--- src/verilog/cfps_pkg.sv ---
// Purpose: shared constants and types of the core flag, option, trim and pc block
// Assumes: one 100 MHz clock, registers reached over a plain strobe port
// Notes:   register offsets are local choices of this block
package cfps_pkg;

	// register port offsets
	localparam logic [1:0] CFPS_OFS_FLAGS  = 2'h0;
	localparam logic [1:0] CFPS_OFS_OPTION = 2'h1;
	localparam logic [1:0] CFPS_OFS_TRIM   = 2'h2;
	localparam logic [1:0] CFPS_OFS_PCLOW  = 2'h3;

	// flag register bit positions
	localparam int CFPS_FB_PINWAKE = 7;
	localparam int CFPS_FB_CMPWAKE = 6;
	localparam int CFPS_FB_TIMEOUT = 4;
	localparam int CFPS_FB_PWRDN   = 3;
	localparam int CFPS_FB_ZERO    = 2;
	localparam int CFPS_FB_DCARRY  = 1;
	localparam int CFPS_FB_CARRY   = 0;

	// option register bit positions
	localparam int CFPS_OB_WAKE_N  = 7;
	localparam int CFPS_OB_PULL_N  = 6;
	localparam int CFPS_OB_TSRC    = 5;
	localparam int CFPS_OB_TEDGE   = 4;
	localparam int CFPS_OB_PSA     = 3;

	// trim register bit positions
	localparam int CFPS_TB_QCLK    = 0;

	// reset values and flag write mask
	localparam logic [7:0] CFPS_RST_FLAGS  = 8'h18;
	localparam logic [7:0] CFPS_RST_OPTION = 8'hff;
	localparam logic [7:0] CFPS_RST_TRIM   = 8'hfe;
	localparam logic [7:0] CFPS_FLAG_WMASK = 8'hc7;

	// operations presented by the execution logic
	typedef enum logic [3:0] {
		CFPS_OP_NONE   = 4'h0,
		CFPS_OP_ADD    = 4'h1,
		CFPS_OP_SUB    = 4'h2,
		CFPS_OP_ROR    = 4'h3,
		CFPS_OP_ROL    = 4'h4,
		CFPS_OP_LOGIC  = 4'h5,
		CFPS_OP_JUMP   = 4'h6,
		CFPS_OP_CALL   = 4'h7,
		CFPS_OP_RETLIT = 4'h8,
		CFPS_OP_OPTION = 4'h9,
		CFPS_OP_WRPCL  = 4'ha,
		CFPS_OP_WATCHDOG_CLEAR_OP = 4'hb,
		CFPS_OP_SLEEP  = 4'hc
	} cfps_op_e;

endpackage : cfps_pkg

--- src/verilog/cfps_core.sv ---
// Purpose: flag register, option and trim registers, pc sequencing and return stack
// Assumes: execution logic presents one operation per executing cycle
// Notes:   outputs registered except tick_div_exp, option bits 2..0 plus one; ce low freezes every flip-flop
// Function
// - pin-change wake reset sets pin wake flag; other resets clear it.
// - comparator wake reset sets comparator wake flag; other resets clear it.
// - timeout_n is one after power-up, clear-watchdog, sleep; zero on watchdog timeout.
// - powerdown_n one after power-up or clear-watchdog; zero on sleep.
// - zero flag follows whether the arithmetic or logic result is zero.
// - digit carry is nibble carry on add, nibble no-borrow on subtract.
// - carry is carry on add, no-borrow on subtract, shifted-out bit on rotates.
// - write-only option register loaded from W, all ones on any reset.
// - output-direction pins get no wake-on-change and no pull-up.
// - option bits 7 and 6, active low, enable wake and pull-ups.
// - option bit 5 picks external tick pin or instruction clock for counter.
// - option bit 4 picks falling edges, else rising edges, of tick pin.
// - option bit 3 gives prescaler to watchdog, else to tick counter.
// - tick counter divides by 2^(n+1), watchdog by 2^n.
// - trim bits 7..1 are a signed oscillator trim code.
// - trim bit 0 drives oscillator/4 onto pin two, overriding all else.
// - pc advances by one each executed instruction unless loaded.
// - jump loads pc bits 8..0 from the instruction word.
// - call and pc-low writes load bits 7..0 and clear bit 8.
// - reset sets pc to all ones; it then rolls over to zero.
// - call pushes level 1 to level 2, pc+1 to level 1; no flags.
// - return loads pc from level 1, copies level 2 down, loads W literal.
// - written zero, digit carry, carry are ignored when the op sets them.
module cfps_core
	import cfps_pkg::*;
#(
	parameter int PC_W = 9
)(
	// clock and reset
	input  wire logic              clk_sys,
	input  wire logic              nrst,
	input  wire logic              ce,
	// register port
	input  wire logic [1:0]        reg_addr,
	input  wire logic [7:0]        reg_wdata,
	input  wire logic              reg_wr,
	input  wire logic              reg_rd,
	output logic      [7:0]        reg_rdata,
	// execution side
	input  wire logic              ex_valid,
	input  wire cfps_op_e          ex_op,
	input  wire logic [7:0]        ex_a,
	input  wire logic [7:0]        ex_b,
	input  wire logic [PC_W-1:0]   ex_lit,
	input  wire logic [7:0]        w_in,
	input  wire logic              wdt_timeout,
	output logic      [PC_W-1:0]   pc,
	output logic      [7:0]        alu_result,
	output logic      [7:0]        w_out,
	output logic                   w_load,
	// other resets and their cause
	input  wire logic              sys_rst,
	input  wire logic              rst_pin_wake,
	input  wire logic              rst_cmp_wake,
	// pin control
	input  wire logic [2:0]        dir_ctrl,
	input  wire logic              ext_tick_pin,
	input  wire logic              pin_two_norm_o,
	input  wire logic              pin_two_norm_oe,
	output logic      [2:0]        pin_wake_en,
	output logic      [2:0]        pullup_en,
	output logic                   tick_pulse,
	output logic                   ext_tick_dir_override,
	output logic                   prescale_to_wdt,
	output logic      [3:0]        tick_div_exp,
	output logic      [3:0]        wdt_div_exp,
	output logic      [6:0]        osc_trim_value,
	output logic                   pin_two_o,
	output logic                   pin_two_oe
);

	typedef struct packed {
		logic [7:0]      flags;
		logic [7:0]      option;
		logic [7:0]      trim;
		logic [PC_W-1:0] pc;
		logic [PC_W-1:0] stk1;
		logic [PC_W-1:0] stk2;
		logic [7:0]      rdata;
		logic [7:0]      result;
		logic [7:0]      w_out;
		logic            w_load;
		logic [1:0]      qdiv;
		logic            tick_prev;
		logic            tick_pulse;
		logic [2:0]      wake_en;
		logic [2:0]      pull_en;
		logic            pin_o;
		logic            pin_oe;
	} cfps_state_s;

	cfps_state_s s_reg;
	cfps_state_s s_next;

	always_comb
	begin
		logic [8:0] sum9;
		logic [4:0] nib5;
		logic       upd;
		logic       exe;
		logic [7:0] res;
		sum9 = 9'h000;
		nib5 = 5'h00;
		upd  = 1'b0;
		exe  = ex_valid;
		res  = ex_a;
		s_next = s_reg;
		s_next.w_load = 1'b0;
		s_next.rdata = 8'h00;
		if (reg_rd)
		begin
			case (reg_addr)
				CFPS_OFS_FLAGS:  s_next.rdata = s_reg.flags;
				CFPS_OFS_TRIM:   s_next.rdata = s_reg.trim;
				CFPS_OFS_PCLOW:  s_next.rdata = s_reg.pc[7:0];
				default:         s_next.rdata = 8'h00; // option is write-only
			endcase
		end
		// alu flag and result computation
		case (ex_op)
			CFPS_OP_ADD:
			begin
				sum9 = {1'b0, ex_a} + {1'b0, ex_b};
				nib5 = {1'b0, ex_a[3:0]} + {1'b0, ex_b[3:0]};
				res = sum9[7:0];
				upd = exe;
			end
			CFPS_OP_SUB:
			begin
				// a - b; bit 8 / bit 4 high means no borrow occurred
				sum9 = {1'b0, ex_a} + {1'b0, ~ex_b} + 9'h001;
				nib5 = {1'b0, ex_a[3:0]} + {1'b0, ~ex_b[3:0]} + 5'h01;
				res = sum9[7:0];
				upd = exe;
			end
			CFPS_OP_ROR:
				res = {s_reg.flags[CFPS_FB_CARRY], ex_a[7:1]};
			CFPS_OP_ROL:
				res = {ex_a[6:0], s_reg.flags[CFPS_FB_CARRY]};
			default:
				res = ex_a;
		endcase
		// software write; hardware updates below take priority
		if (reg_wr && reg_addr == CFPS_OFS_FLAGS)
			s_next.flags = (reg_wdata & CFPS_FLAG_WMASK) | (s_reg.flags & ~CFPS_FLAG_WMASK);
		if (reg_wr && reg_addr == CFPS_OFS_TRIM)
			s_next.trim = reg_wdata;
		if (reg_wr && reg_addr == CFPS_OFS_OPTION)
			s_next.option = reg_wdata;
		if (exe)
		begin
			s_next.result = res;
			s_next.pc = s_reg.pc + PC_W'(1);
			case (ex_op)
				CFPS_OP_ADD, CFPS_OP_SUB:
				begin
					s_next.flags[CFPS_FB_ZERO]   = (res == 8'h00);
					s_next.flags[CFPS_FB_DCARRY] = nib5[4];
					s_next.flags[CFPS_FB_CARRY]  = sum9[8];
				end
				CFPS_OP_ROR:
					s_next.flags[CFPS_FB_CARRY] = ex_a[0];
				CFPS_OP_ROL:
					s_next.flags[CFPS_FB_CARRY] = ex_a[7];
				CFPS_OP_LOGIC:
					s_next.flags[CFPS_FB_ZERO] = (res == 8'h00);
				CFPS_OP_JUMP:
					s_next.pc = ex_lit;
				CFPS_OP_CALL:
				begin
					s_next.stk2 = s_reg.stk1;
					s_next.stk1 = s_reg.pc + PC_W'(1);
					s_next.pc = {1'b0, ex_lit[PC_W-2:0]};
					s_next.pc[PC_W-1] = 1'b0;
					s_next.pc[7:0] = ex_lit[7:0];
				end
				CFPS_OP_RETLIT:
				begin
					s_next.pc = s_reg.stk1;
					s_next.stk1 = s_reg.stk2;
					s_next.w_out = ex_lit[7:0];
					s_next.w_load = 1'b1;
				end
				CFPS_OP_OPTION:
					s_next.option = w_in;
				CFPS_OP_WRPCL:
				begin
					s_next.pc = '0;
					s_next.pc[7:0] = ex_a;
				end
				CFPS_OP_WATCHDOG_CLEAR_OP:
				begin
					s_next.flags[CFPS_FB_TIMEOUT] = 1'b1;
					s_next.flags[CFPS_FB_PWRDN]   = 1'b1;
				end
				CFPS_OP_SLEEP:
				begin
					s_next.flags[CFPS_FB_TIMEOUT] = 1'b1;
					s_next.flags[CFPS_FB_PWRDN]   = 1'b0;
				end
				default:
					s_next.result = res;
			endcase
		end
		// a timeout in the clear cycle is not lost
		if (wdt_timeout)
			s_next.flags[CFPS_FB_TIMEOUT] = 1'b0;
		s_next.flags[5] = 1'b0;
		if (sys_rst)
		begin
			s_next.pc = '1;
			s_next.option = CFPS_RST_OPTION;
			s_next.flags[CFPS_FB_PINWAKE] = rst_pin_wake;
			s_next.flags[CFPS_FB_CMPWAKE] = rst_cmp_wake;
			s_next.w_load = 1'b0;
		end
		// pin side, computed from the settled registers
		s_next.wake_en = dir_ctrl & {3{~s_reg.option[CFPS_OB_WAKE_N]}};
		s_next.pull_en = dir_ctrl & {3{~s_reg.option[CFPS_OB_PULL_N]}};
		s_next.tick_prev = ext_tick_pin;
		if (s_reg.option[CFPS_OB_TSRC])
			s_next.tick_pulse = s_reg.option[CFPS_OB_TEDGE]
				? (s_reg.tick_prev & ~ext_tick_pin)
				: (~s_reg.tick_prev & ext_tick_pin);
		else
			s_next.tick_pulse = 1'b1;
		s_next.qdiv = s_reg.qdiv + 2'h1;
		// quarter clock wins over every other user of pin two
		s_next.pin_o  = s_reg.trim[CFPS_TB_QCLK] ? s_reg.qdiv[1] : pin_two_norm_o;
		s_next.pin_oe = s_reg.trim[CFPS_TB_QCLK] | pin_two_norm_oe;
	end

	always_ff @(posedge clk_sys or negedge nrst)
	begin
		if (!nrst)
		begin
			s_reg <= '0;
			s_reg.flags <= CFPS_RST_FLAGS;
			s_reg.option <= CFPS_RST_OPTION;
			s_reg.trim <= CFPS_RST_TRIM;
			s_reg.pc <= '1;
			s_reg.tick_pulse <= 1'b0;
		end
		else if (ce)
			s_reg <= s_next;
	end

	assign reg_rdata      = s_reg.rdata;
	assign pc             = s_reg.pc;
	assign alu_result     = s_reg.result;
	assign w_out          = s_reg.w_out;
	assign w_load         = s_reg.w_load;
	assign pin_wake_en    = s_reg.wake_en;
	assign pullup_en      = s_reg.pull_en;
	assign tick_pulse     = s_reg.tick_pulse;
	assign ext_tick_dir_override = s_reg.option[CFPS_OB_TSRC];
	assign prescale_to_wdt = s_reg.option[CFPS_OB_PSA];
	assign tick_div_exp   = {1'b0, s_reg.option[2:0]} + 4'h1;
	assign wdt_div_exp    = {1'b0, s_reg.option[2:0]};
	assign osc_trim_value = s_reg.trim[7:1];
	assign pin_two_o      = s_reg.pin_o;
	assign pin_two_oe     = s_reg.pin_oe;
endmodule : cfps_core

--- config.mk ---
export PLATFORM = sky130hd
export DESIGN_NAME = cfps_core
export DESIGN_NICKNAME = d
export VERILOG_FILES = /design/src/verilog/cfps_pkg.sv /design/src/verilog/cfps_core.sv
export SDC_FILE = /design/constraint.sdc
export NUM_CORES = 1
export LEC_CHECK = 0
export ABC_AREA = 1
export BUFFER_PORTS_ARGS = -buffer_cell sky130_fd_sc_hd__buf_2
export CAP_MARGIN = 10
export CORE_ASPECT_RATIO = 0.7
export CORE_MARGIN = 2
export CORE_UTILIZATION = 60
export DETAILED_ROUTE_END_ITERATION = 8
export PLACE_DENSITY = 0.87
export SYNTH_ARGS = -nofsm -noshare
export SYNTH_HDL_FRONTEND = slang
export SYNTH_SLANG_ARGS = --single-unit
--- constraint.sdc ---
create_clock -name clk_sys -period 2.6 [get_ports clk_sys]
set_input_delay 0.26 -clock clk_sys [delete_from_list [all_inputs] [get_ports clk_sys]]
set_output_delay 0.26 -clock clk_sys [all_outputs]
set_load 0.02 [all_outputs]
# Word-level counts from Yosys, hierarchy flattened
# Index checks and enable logic that the tools add are counted.
# word_totals
reg_bits	87
latchBits	0
mem_bits_rw	0
rom_bits	0
inputBits	63
out_inout_bits	60
word_cells	98
n_memories	0
# op_classes
add_sub_neg	9
mul	0
div_mod_pow	0
n_lt_le_gt_ge	0
eq_ne	15
shift	0
n_mux	27
bitwise_logic	12
n_reduce_logical	17
# ops
cell	n
8-bit two-way mux	5
9-bit one-hot mux with 2 select lines	2
9-bit one-hot mux with 4 select lines	1
8-bit one-hot mux with 4 select lines	1
27-bit two-way mux	1
8-bit one-hot mux with 3 select lines	1
4-bit equality test, second input constant	5
8-bit by 8-bit adder with 9-bit output	2
9-bit by 1-bit adder with 9-bit output, second input constant	2
9-bit two-way mux	2
4-bit by 3-bit equality test with 1-bit output, second input constant	4
13-bit two-way mux	1
4-bit by 4-bit adder with 5-bit output	2
5-bit one-hot mux with 2 select lines	1
1-bit two-way mux	9
3-bit AND reduction	3
4-bit by 2-bit equality test with 1-bit output, second input constant	2
8-bit zero test	1
8-bit inverter	1
8-bit by 5-bit bitwise OR with 8-bit output	1
2-bit AND reduction	4
3-bit AND	2
2-bit nonzero test	3
5-bit by 1-bit adder with 5-bit output, second input constant	1
16 further kinds	23

# Longest topological paths before layout
# Gate-level depths: netlist (run 1).
# depth
word_depth	8
mapped_depth	15
depth_no_buf	15

# Worst setup path before layout (run 1)
# No wires, ideal clock.
# synth_timing
path_kind	input to register
startpoint	input port ex_a[0]
endpoint	register s_reg[82] (netlist name)
setup_ps	66
arrival_time_ps	1713
t_required_ps	2534
path_slack_ps	822
stages	14
path_buffers	0
path_cell_list	ha_1 -> inv_1 -> fa_1 -> o21ai_0 -> nand3_1 -> nand2_1 -> nand2_1 -> nand3_1 -> nand4_1 -> nor2_1 -> nand3_1 -> nand2_1 -> nand2_1 -> nand2_1
# synth_between
elab_chain_len	6
word_cells_on_any_way	7
classes_between	3 x add/sub; 3 x mux; 1 x reduce/logical
# synth_lines
element	line	text
from (decl)	cfps_core.sv:46	input wire logic [7:0] ex_a,
8-bit by 8-bit adder with 9-bit output	cfps_core.sv:135	sum9 = {1'b0, ex_a} + {1'b0, ~ex_b} + 9'h001;
9-bit by 1-bit adder with 9-bit output	cfps_core.sv:135	
8-bit one-hot mux with 4 select lines (*)	cfps_core.sv:124	case (ex_op)
8-bit zero test (*)	cfps_core.sv:161, cfps_core.sv:170	
1-bit two-way mux (*)	--	
13-bit two-way mux (*)	cfps_core.sv:154	if (exe)
to (signal assigned)	cfps_core.sv:249	s_reg <= s_next;
to (decl)	cfps_core.sv:96	cfps_state_s s_reg;
# Mark *: on every way between the ends. The rest lies on a longest branch, timed or not.
# A chain may end at the register's enable or synchronous reset.

# Worst setup path in the final report (run 1)
# layout_timing
startpoint	register, netlist name pc[0]
endpoint	register s_reg[54] (netlist name)
# layout_between
elab_chain_len	2
# layout_lines
element	line	text
9-bit by 1-bit adder with 9-bit output	cfps_core.sv:176	s_next.stk1 = s_reg.pc + PC_W'(1);
9-bit one-hot mux with 2 select lines	cfps_core.sv:158	case (ex_op)
# Every way passes these cells.

==> implementation parameters, run 1 <==
Parameter                              Value

Clock tree
  Clock insertion delay at the later pin of the skew report ... 0.35 ns
  CTS tree ... yes
  CTS sink count ... 87
  Count of instances resized after the clock tree is built ... 0
  Deepest clock path buffer count ... 2
  Setup repair bufs after CTS ... 0
  Total of hold buffers inserted after clock tree synthesis ... 1
  H-tree level count ... 3
  CTS Root Buffer Type ... sky130_fd_sc_hd__clkbuf_16
  Inserted Clock Buffers ... 9
  Clock transition time at the flip-flop clock pins of the worst setup and hold paths ... 0.07 ns

Worst setup path
  Crit-path max FO ... 4
  Endpoint required time on the critical path ... 2.82 ns
  Category of the critical setup timing path ... reg -> reg
  Register-to-register setup slack ... 0.67 ns
  Worst EP arrival ... 2.15 ns
  Worst r2r src ... pc[0]
  Type of destination of the critical path ... register
  Critical path startpoint category ... register
  RR Endpoint ... s_reg[54]
  FF-to-FF path depth ... 9

Global routing
  Total GRT Usage ... 0.315
  Global-route met3 utilization ... 0.0791
  Most Crowded Layer GR ... met2
  Global-route wire length before repair ... 25500 um
  Global Route met1 Usage ... 0.419
  Overflow after GRT ... 0
  Global routing usage on met2 ... 0.503
  Pin count of the biggest net entering global routing ... 44
  Antenna violations before repair ... 0
  Vias in the first global route ... 5314

Floorplanning
  Placeable core region ... 9180 um2
  Die width ... 121 um
  Number of primary I/O pins ... 123
  Initial core utilization ... 0.625
  Die Y-Extent ... 85.8 um
  Row count ... 29
  Floorplan die area ... 10400 um2

Timing
  Clk_skew ... 0.00678 ns
  Final worst path period share ... 0.743
  Setup repair after global routing missed its margin ... no
  Setup violation total in the final timing report ... 0
  Slew margin rel. ... 0.495
  Hold violation total from the final report ... 0
  Fin Setup TNS ... 0 ns
  Maximum clock frequency ... 517 MHz
  Time the worst path needs with I/O delays and setup ... 1.93 ns
  Slew Viols, Final ... 0
  Transition at the pin with the smallest max-transition slack ... 0.755 ns

Worst hold path
  Instance count along the most critical hold path ... 3
  Class of the tightest hold or removal check ... in -> reg
  Terminating pin of the worst hold path ... pin_two_oe
  Hold Startpoint ... pin_two_norm_oe

Drt
  1st-iter DRT viols ... 523
  First-pass iteration count of the detailed router ... 5
  Number of vias in the routed layout ... 5556
  Total Routed Length ... 15900 um
  Wire length per cell after detailed routing ... 16.5 um
  Post-route DRC violation count ... 0
  Antenna viol nets, final ... 0
  Average via count per standard cell ... 5.76

Synthesis
  Synthesized instance count ... 761
  Dominant synthesized flop cell ... sky130_fd_sc_hd__dfrtp_1
  Top cells by count, synth ... sky130_fd_sc_hd__nand2_1 (197), sky130_fd_sc_hd__inv_1 (108), sky130_fd_sc_hd__o21ai_0 (72)
  Cell with the most instances after synthesis ... sky130_fd_sc_hd__nand2_1
  Top cell type by total area after synthesis ... sky130_fd_sc_hd__dfrtp_1
  Average cell area after synthesis ... 7.54 um2
  Top cell type's share of synthesized area ... 0.266
  Flip-flop and latch count after synthesis ... 87
  Number of enable-type register cells in the synthesized netlist ... 0
  Cell area after synthesis ... 5740 um2
  Net count after synthesis ... 845
  Sequential-to-total area share from yosys stat ... 0.385
  Synthesis warning total ... 0
  Post-synth cell types ... 46
  Proportion of synthesized flip-flops having asynchronous set or reset ... 1.00
  Synth area leaders ... sky130_fd_sc_hd__dfrtp_1 (27%), sky130_fd_sc_hd__nand2_1 (13%), sky130_fd_sc_hd__dfstp_2 (12%)

Finish
  Fillcell total ... 735
  Antenna diode count ... 0
  P&R area growth vs syn ... 11.7%
  Count of nets after finishing ... 919
  Share of final-layout standard cells stronger than drive strength 1 ... 0.232
  Number of flip-flops under the largest register name ... 32

Placed design
  Port-buffer cells ... 121
  Estimated wirelength of the detail-placed design ... 12200 um
  Weighted congestion reported at the end of routability-driven placement ... 0.955

Pwr
  Leakage Power ... 3.47 nW
  Total Power Consumption ... 4.29 mW
  Total power density per cell area ... 668 nW/um2
  VDD IR-drop max ... 0.000303 V

Run status
  Outcome ... complete, no violations

Job
  Number of violations of the max-capacitance limit ... 0
[cell usage in the layout (no fill, tap or decap), types with 17 or more instances in the layout]
cell,instances
sky130_fd_sc_hd__nand2_1,197
sky130_fd_sc_hd__o211ai_1,17
sky130_fd_sc_hd__o21ai_0,72
sky130_fd_sc_hd__nor2_1,40
sky130_fd_sc_hd__buf_2,120
sky130_fd_sc_hd__inv_1,108
sky130_fd_sc_hd__ha_1,19
sky130_fd_sc_hd__dfrtp_1,61
sky130_fd_sc_hd__a21oi_1,23
sky130_fd_sc_hd__dfstp_2,26
sky130_fd_sc_hd__nand3_1,37
[where the power goes]
group	internal, mW	leakage [nW]	switching, mW
Sequential	1.64	1.05	0.185
Clock	0.755	0.148	0.569
Combinational	0.394	2.27	0.741
[worst max-delay path by stage]
stage,start,endpoint
5_1_grt,ex_a[0],s_reg[82]
4_1_cts,pc[0],s_reg[54]
3_5_place_dp,ex_a[0],s_reg[82]
2_1_floorplan,ex_a[0],s_reg[82]
3_3_place_gp,ex_a[0],s_reg[82]
6_report,pc[0],s_reg[54]
[cell type report]
class,count,area (um2),share of cell area
inverters,114,430,0.0671
flip-flops and latches,87,2210,0.345
clock buffers,9,225,0.0351
well taps,124,155,0.0242
multi-input cells,493,2640,0.411
clock inverters,7,76.3,0.0119
repair buffers,130,678,0.106
[stage by stage]
stage | utilization | hold slack [ns] | cells | setup WS, ns | cell area, um2
6_report | 0.698 | 0.129 | 964 | 0.667 | 6410
5_1_grt | 0.698 | 0.153 | 964 | 0.455 | 6410
4_1_cts | 0.698 | 0.125 | 964 | 0.666 | 6410
3_5_place_dp | 0.664 | 0.287 | 947 | 0.428 | 6100
3_3_place_gp | 0.664 | 0.277 | 947 | 0.502 | 6100
2_1_floorplan | - | -0.0356 | 761 | 0.822 | 5740
[kinds of logic (layout without fill, tap and decap cells)]
group                      after synthesis  count (layout)  share of synthesized area
adders and majority gates               21              21                     0.0484
muxes                                    7               7                     0.0135
buffers and inverters                  181             260                      0.156
AOI/OAI and AO/OA                      147             147                      0.152
and+or+nand+nor                        307             307                      0.230
other                                    1               1                   0.000653
DFF                                     87              87                      0.385
xor gates and xnor gates                10              10                     0.0153
[routing by layer]
| metal | vias up | part of all wire | routed length, um |
|---|---|---|---|
| met1 | 2625 | 0.41 | 6460 |
| met4 | 0 | 0.025 | 403 |
| met2 | 315 | 0.47 | 7500 |
| met3 | 43 | 0.099 | 1580 |
| met5 | - | 0 | 0 |
| li1 | 2573 | - | - |
[critical path: stages (launching register included)]
cell	delay, ns
sky130_fd_sc_hd__dfstp_2	0.58
sky130_fd_sc_hd__ha_1	0.21
sky130_fd_sc_hd__nand3_1	0.12
sky130_fd_sc_hd__nor2_1	0.13
sky130_fd_sc_hd__nand2_1	0.09
sky130_fd_sc_hd__nor3_1	0.19
sky130_fd_sc_hd__xor2_1	0.22
sky130_fd_sc_hd__nand2_1	0.08
sky130_fd_sc_hd__o211ai_1	0.08
sky130_fd_sc_hd__o21ai_0	0.11
Power figures use the tool's default switching activity.
==> inputs of run 2 (changes only) <==
- CORE_UTILIZATION: 60 -> 50
- PLACE_DENSITY: 0.87 -> 0.77
- clock period: 2.6 -> 1.6 ns (I/O delays scaled with it)
==> implementation parameters, run 2 (synthesis gave the netlist of run 1 again) <==
Parameter                              Value

Global routing
  Vias in the first global route ... 5226
  Global-route wire length before repair ... 25400 um
  Antenna violations before repair ... 1
  Overflow after GRT ... 0
  Total GRT Usage ... 0.258
  Pin count of the biggest net entering global routing ... 37

Floorplanning
  Number of primary I/O pins ... 123
  Row count ... 32
  Initial core utilization ... 0.517
  Die Y-Extent ... 93.6 um
  Die width ... 132 um
  Floorplan die area ... 12400 um2
  Placeable core region ... 11100 um2

Clock tree
  H-tree level count ... 3
  Inserted Clock Buffers ... 9
  Clock insertion delay at the later pin of the skew report ... 0.35 ns
  Clock transition time at the flip-flop clock pins of the worst setup and hold paths ... 0.07 ns
  CTS tree ... yes
  CTS Root Buffer Type ... sky130_fd_sc_hd__clkbuf_16
  Deepest clock path buffer count ... 2
  CTS sink count ... 87

Timing
  Final hold slack ... 0.0349 ns
  Final worst path period share ... 1.03
  Slew Viols, Final ... 0
  Time the worst path needs with I/O delays and setup ... 1.65 ns
  Final setup slack of the worst path ... -0.0480 ns
  Fin Setup TNS ... -0.104 ns
  Maximum clock frequency ... 607 MHz
  Setup repair after global routing missed its margin ... yes
  Clk_skew ... 0.00512 ns
  Hold violation total from the final report ... 0
  Setup violation total in the final timing report ... 4

Placed design
  Post-Place Cells ... 1045
  Estimated wirelength of the detail-placed design ... 12100 um
  Port-buffer cells ... 121
  Setup slack after placement ... -0.385 ns
  Weighted congestion reported at the end of routability-driven placement ... 0.906

Drt
  Wire length per cell after detailed routing ... 14.7 um
  Antenna viol nets, final ... 0
  First-pass iteration count of the detailed router ... 5
  1st-iter DRT viols ... 466
  Total Routed Length ... 15700 um
  Post-route DRC violation count ... 0
  Number of vias in the routed layout ... 5570
  Average via count per standard cell ... 5.22

Finish
  Fillcell total ... 981
  Count of nets after finishing ... 993
  P&R area growth vs syn ... 25.6%
  Share of final-layout standard cells stronger than drive strength 1 ... 0.333
  Number of flip-flops under the largest register name ... 32
  Most common library cell in the layout ignoring fill and taps ... sky130_fd_sc_hd__nand2_1
  Final cell utilization of the core ... 0.650
  Post-route non-filler standard cell count ... 1068
  Highest-count cells in the layout ignoring fill and taps ... sky130_fd_sc_hd__nand2_1 (192), sky130_fd_sc_hd__buf_2 (118), sky130_fd_sc_hd__inv_1 (104), sky130_fd_sc_hd__buf_4 (83), sky130_fd_sc_hd__o21ai_0 (64)

Worst setup path
  Worst EP arrival ... 1.88 ns
  Endpoint required time on the critical path ... 1.83 ns
  Category of the critical setup timing path ... reg -> reg
  Type of destination of the critical path ... register
  Crit-path max FO ... 3
  Critical path startpoint category ... register

Pwr
  Leakage Power ... 3.86 nW
  VDD IR-drop max ... 0.000555 V
  Total power density per cell area ... 1010 nW/um2

Job
  Number of violations of the max-capacitance limit ... 0

Run status
  Violated checks ... negative setup slack
  Outcome ... finished, violations left

Worst hold path
  Class of the tightest hold or removal check ... in -> reg
-- run 2: changes by cell type in the layout (fill, tap and decap cells not counted), sizes merged --
cell and change:
buf +74, diode +1
-- run 2: timing repair --
action                                 CTS  global route
pin swaps                                7            20
gates resized for setup                  8            38
endpoints found under the hold margin   16             0
setup buffers                            2             3
setup endpoints to repair                8            15
hold buffers                             1             0
-- run 2: critical path: stages, from the launching register on --
cell	delay [ns]
sky130_fd_sc_hd__dfstp_2	0.57
sky130_fd_sc_hd__ha_4	0.15
sky130_fd_sc_hd__nand3_4	0.08
sky130_fd_sc_hd__nor2_4	0.09
sky130_fd_sc_hd__nand2_2	0.07
sky130_fd_sc_hd__nor3_2	0.13
sky130_fd_sc_hd__xor2_1	0.21
sky130_fd_sc_hd__nand2_1	0.07
sky130_fd_sc_hd__o211ai_1	0.07
sky130_fd_sc_hd__o21ai_1	0.08
-- run 2: where the power goes --
group | leakage (nW) | switching [mW] | internal [mW]
Clock | 0.148 | 0.945 | 1.23
Combinational | 2.66 | 1.29 | 0.883
Sequential | 1.05 | 0.279 | 2.67
Total | 3.86 | 2.52 | 4.78
-- run 2: layer usage --
layer	global-route usage	vias to the layer above	wire length [um]
met3	0.0482	24	1200
li1	-	2708	-
met2	0.402	199	7160
met4	0.0625	0	208
met5	0	-	0
met1	0.372	2639	7170
-- run 2: final timing paths --
kind	start	endpoint	slack [ns]	cells after the start
setup reg to reg	pc[0]	s_reg[54]	-0.05	9
hold reg to reg	s_reg[11]	s_reg[11]	0.48	1
setup / recovery	pc[0]	s_reg[54]	-0.05	9
min in group asynchronous	nrst	w_out[6]	0.28	2
hold / removal	pin_two_norm_oe	pin_two_oe	0.03	3
max in group asynchronous	nrst	prescale_to_wdt	0.71	3
-- run 2: cell type report --
| type | instances | area (um2) | area share |
|---|---|---|---|
| Sequential cell | 87 | 2210 | 0.306 |
| Clock inverter | 7 | 76.3 | 0.0106 |
| Timing Repair Buffer | 204 | 1250 | 0.174 |
| Clock buffer | 9 | 225 | 0.0312 |
| Antenna cell | 1 | 2.50 | 0.000347 |
| Tap cell | 153 | 191 | 0.0265 |
| Inverter | 114 | 430 | 0.0597 |
| Multi-Input combinational cell | 493 | 2820 | 0.391 |
-- run 2: per-stage QoR --
stage / instance area [um2] / total power, mW
global route: 7210 / 7.69
global placement: 6690 / 4.93
finish: 7210 / 7.29
detailed placement: 6690 / 4.98
floorplan: 5760 / 4.35
CTS: 7050 / 7.21
==> inputs of run 3 (changes only) <==
- CELL_PAD_IN_SITES_DETAIL_PLACEMENT: default -> 1
- CELL_PAD_IN_SITES_GLOBAL_PLACEMENT: default -> 2
- CORE_MARGIN: 2 -> 4
- CORE_UTILIZATION: 50 -> 28
- PLACE_DENSITY: 0.77 -> default
- PLACE_DENSITY_LB_ADDON: default -> 0.1
==> implementation parameters, run 3 (synthesis gave the netlist of run 1 again) <==
Parameter                              Value

Run status
  Outcome ... finished, violations left
  Violated checks ... negative setup slack

Pwr
  Fraction of power consumed by sequential logic ... 0.387
  Net switching fraction of the power ... 0.358
  Relative contribution of combinational cells to total power ... 0.314
  Power share of the clock group ... 0.299
  Internal power of the cells ... 4.90 mW
  Total power density per cell area ... 990 nW/um2
  Switching component of the power ... 2.73 mW
  VDD IR-drop max ... 0.000404 V
  Leakage Power ... 3.97 nW

Timing
  Maximum clock frequency ... 575 MHz
  Transition at the pin with the smallest max-transition slack ... 0.582 ns
  Slew Viols, Final ... 0
  Time the worst path needs with I/O delays and setup ... 1.74 ns
  Setup repair after global routing missed its margin ... yes
  Setup violation total in the final timing report ... 9
  Final worst path period share ... 1.09
  Hold violation total from the final report ... 0
  Clk_skew ... 0.0103 ns
  Final setup slack of the worst path ... -0.140 ns
  Slew margin rel. ... 0.611

Finish
  Post-route non-filler standard cell count ... 1205
  Highest-count cells in the layout ignoring fill and taps ... sky130_fd_sc_hd__nand2_1 (190), sky130_fd_sc_hd__buf_2 (117), sky130_fd_sc_hd__inv_1 (100), sky130_fd_sc_hd__buf_4 (98), sky130_fd_sc_hd__o21ai_0 (68)
  Most common library cell in the layout ignoring fill and taps ... sky130_fd_sc_hd__nand2_1
  Fillcell total ... 2443
  Count of nets after finishing ... 1014
  P&R area growth vs syn ... 34.2%
  Final cell utilization of the core ... 0.386
  Number of flip-flops under the largest register name ... 32
  Antenna diode count ... 0
  Share of final-layout standard cells stronger than drive strength 1 ... 0.368

Global routing
  Antenna violations before repair ... 1
  Pin count of the biggest net entering global routing ... 88
  Vias in the first global route ... 6033
  Overflow after GRT ... 0
  Total GRT Usage ... 0.182
  Global-route wire length before repair ... 32700 um

Floorplanning
  Die Y-Extent ... 128 um
  Die width ... 179 um
  Placeable core region ... 20000 um2
  Row count ... 43
  Number of primary I/O pins ... 123
  Initial core utilization ... 0.288
  Floorplan die area ... 22900 um2

Job
  Number of violations of the max-capacitance limit ... 0

Worst hold path
  Class of the tightest hold or removal check ... in -> reg
  Instance count along the most critical hold path ... 3

Drt
  Number of vias in the routed layout ... 5623
  Antenna viol nets, final ... 0
  Total Routed Length ... 20500 um
  Post-route DRC violation count ... 0
  1st-iter DRT viols ... 344
  Average via count per standard cell ... 4.67
  Wire length per cell after detailed routing ... 17.0 um
  First-pass iteration count of the detailed router ... 4

Clock tree
  Deepest clock path buffer count ... 2
  Inserted Clock Buffers ... 9
  H-tree level count ... 3
  CTS sink count ... 87
  Clock insertion delay at the later pin of the skew report ... 0.35 ns
  Clock transition time at the flip-flop clock pins of the worst setup and hold paths ... 0.08 ns
  CTS Root Buffer Type ... sky130_fd_sc_hd__clkbuf_16
  CTS tree ... yes

Worst setup path
  Category of the critical setup timing path ... reg -> reg
  Crit-path max FO ... 3
  Type of destination of the critical path ... register
  Critical path startpoint category ... register
  Worst EP arrival ... 1.98 ns
  FF-to-FF path depth ... 9
  Endpoint required time on the critical path ... 1.84 ns

Placed design
  Weighted congestion reported at the end of routability-driven placement ... 0.782
  Post-Place Cells ... 1176
  Estimated wirelength of the detail-placed design ... 16300 um
  Port-buffer cells ... 121
[run 3: final timing paths]
path | start | to | slack, ns
setup / recovery | pc[0] | s_reg[54] | -0.14
hold / removal | pin_two_norm_oe | pin_two_oe | 0.03
setup reg to reg | pc[0] | s_reg[54] | -0.14
hold reg to reg | pullup_en[0] | pullup_en[0] | 0.48
max in group asynchronous | nrst | osc_trim_value[2] | 0.80
min in group asynchronous | nrst | pin_wake_en[0] | 0.37
[run 3: metrics by stage]
step | cell area, um2 | hold WS (ns) | setup WS (ns) | setup TNS (ns) | power, mW
floorplan | 5760 | -0.136 | -0.0273 | -0.0513 | 4.35
global placement | 6970 | 0.245 | -0.405 | -3.16 | 5.09
detailed placement | 6970 | 0.251 | -0.471 | -4.08 | 5.17
CTS | 7400 | 0.0189 | -0.119 | -0.560 | 7.57
global route | 7700 | 0.0297 | -0.219 | -1.65 | 8.11
finish | 7700 | 0.0276 | -0.140 | -0.697 | 7.63
[run 3: cell type report]
class / count / area [um2] / area share
multi-input cells: 493 / 2950 / 0.383
clock inverters: 7 / 83.8 / 0.0109
well taps: 270 / 338 / 0.0439
repair buffers: 225 / 1470 / 0.190
flip-flops and latches: 87 / 2210 / 0.287
inverters: 114 / 430 / 0.0559
clock buffers: 9 / 225 / 0.0292
[run 3: power groups by stage]
| stage | Clock (mW) | Combinational, mW | Sequential (mW) |
|---|---|---|---|
| after floorplan | 0 | 1.44 | 2.91 |
| after global placement | 0 | 2.11 | 2.97 |
| after detailed placement | 0 | 2.18 | 2.99 |
| after CTS | 2.34 | 2.27 | 2.95 |
| after global routing | 2.44 | 2.65 | 3.01 |
| final | 2.28 | 2.39 | 2.96 |
[run 3: critical path: stages (launching register included)]
cell	delay, ns
sky130_fd_sc_hd__dfstp_2	0.57
sky130_fd_sc_hd__ha_4	0.15
sky130_fd_sc_hd__nand3_4	0.07
sky130_fd_sc_hd__nor2_4	0.11
sky130_fd_sc_hd__nand2_2	0.07
sky130_fd_sc_hd__nor3_2	0.18
sky130_fd_sc_hd__xor2_1	0.22
sky130_fd_sc_hd__nand2_1	0.08
sky130_fd_sc_hd__o211ai_1	0.08
sky130_fd_sc_hd__o21ai_1	0.09
[run 3: timing repair]
action | CTS | global route
setup endpoints to repair | 11 | 19
hold buffers | 1 | 0
setup buffers | 6 | 6
gates resized for setup | 17 | 56
pin swaps | 21 | 33
gates cloned | 0 | 0
hold endpoints to repair | 61 | 0
[run 3: layer usage]
| metal | track usage | up-vias | wire length, um | share of wire |
|---|---|---|---|---|
| met5 | 0 | - | 13 | 0.00063 |
| met4 | 0.0331 | 2 | 174 | 0.0085 |
| met3 | 0.0363 | 17 | 733 | 0.036 |
| met2 | 0.283 | 93 | 9380 | 0.46 |
| met1 | 0.264 | 2746 | 10200 | 0.50 |
| li1 | - | 2765 | - | - |
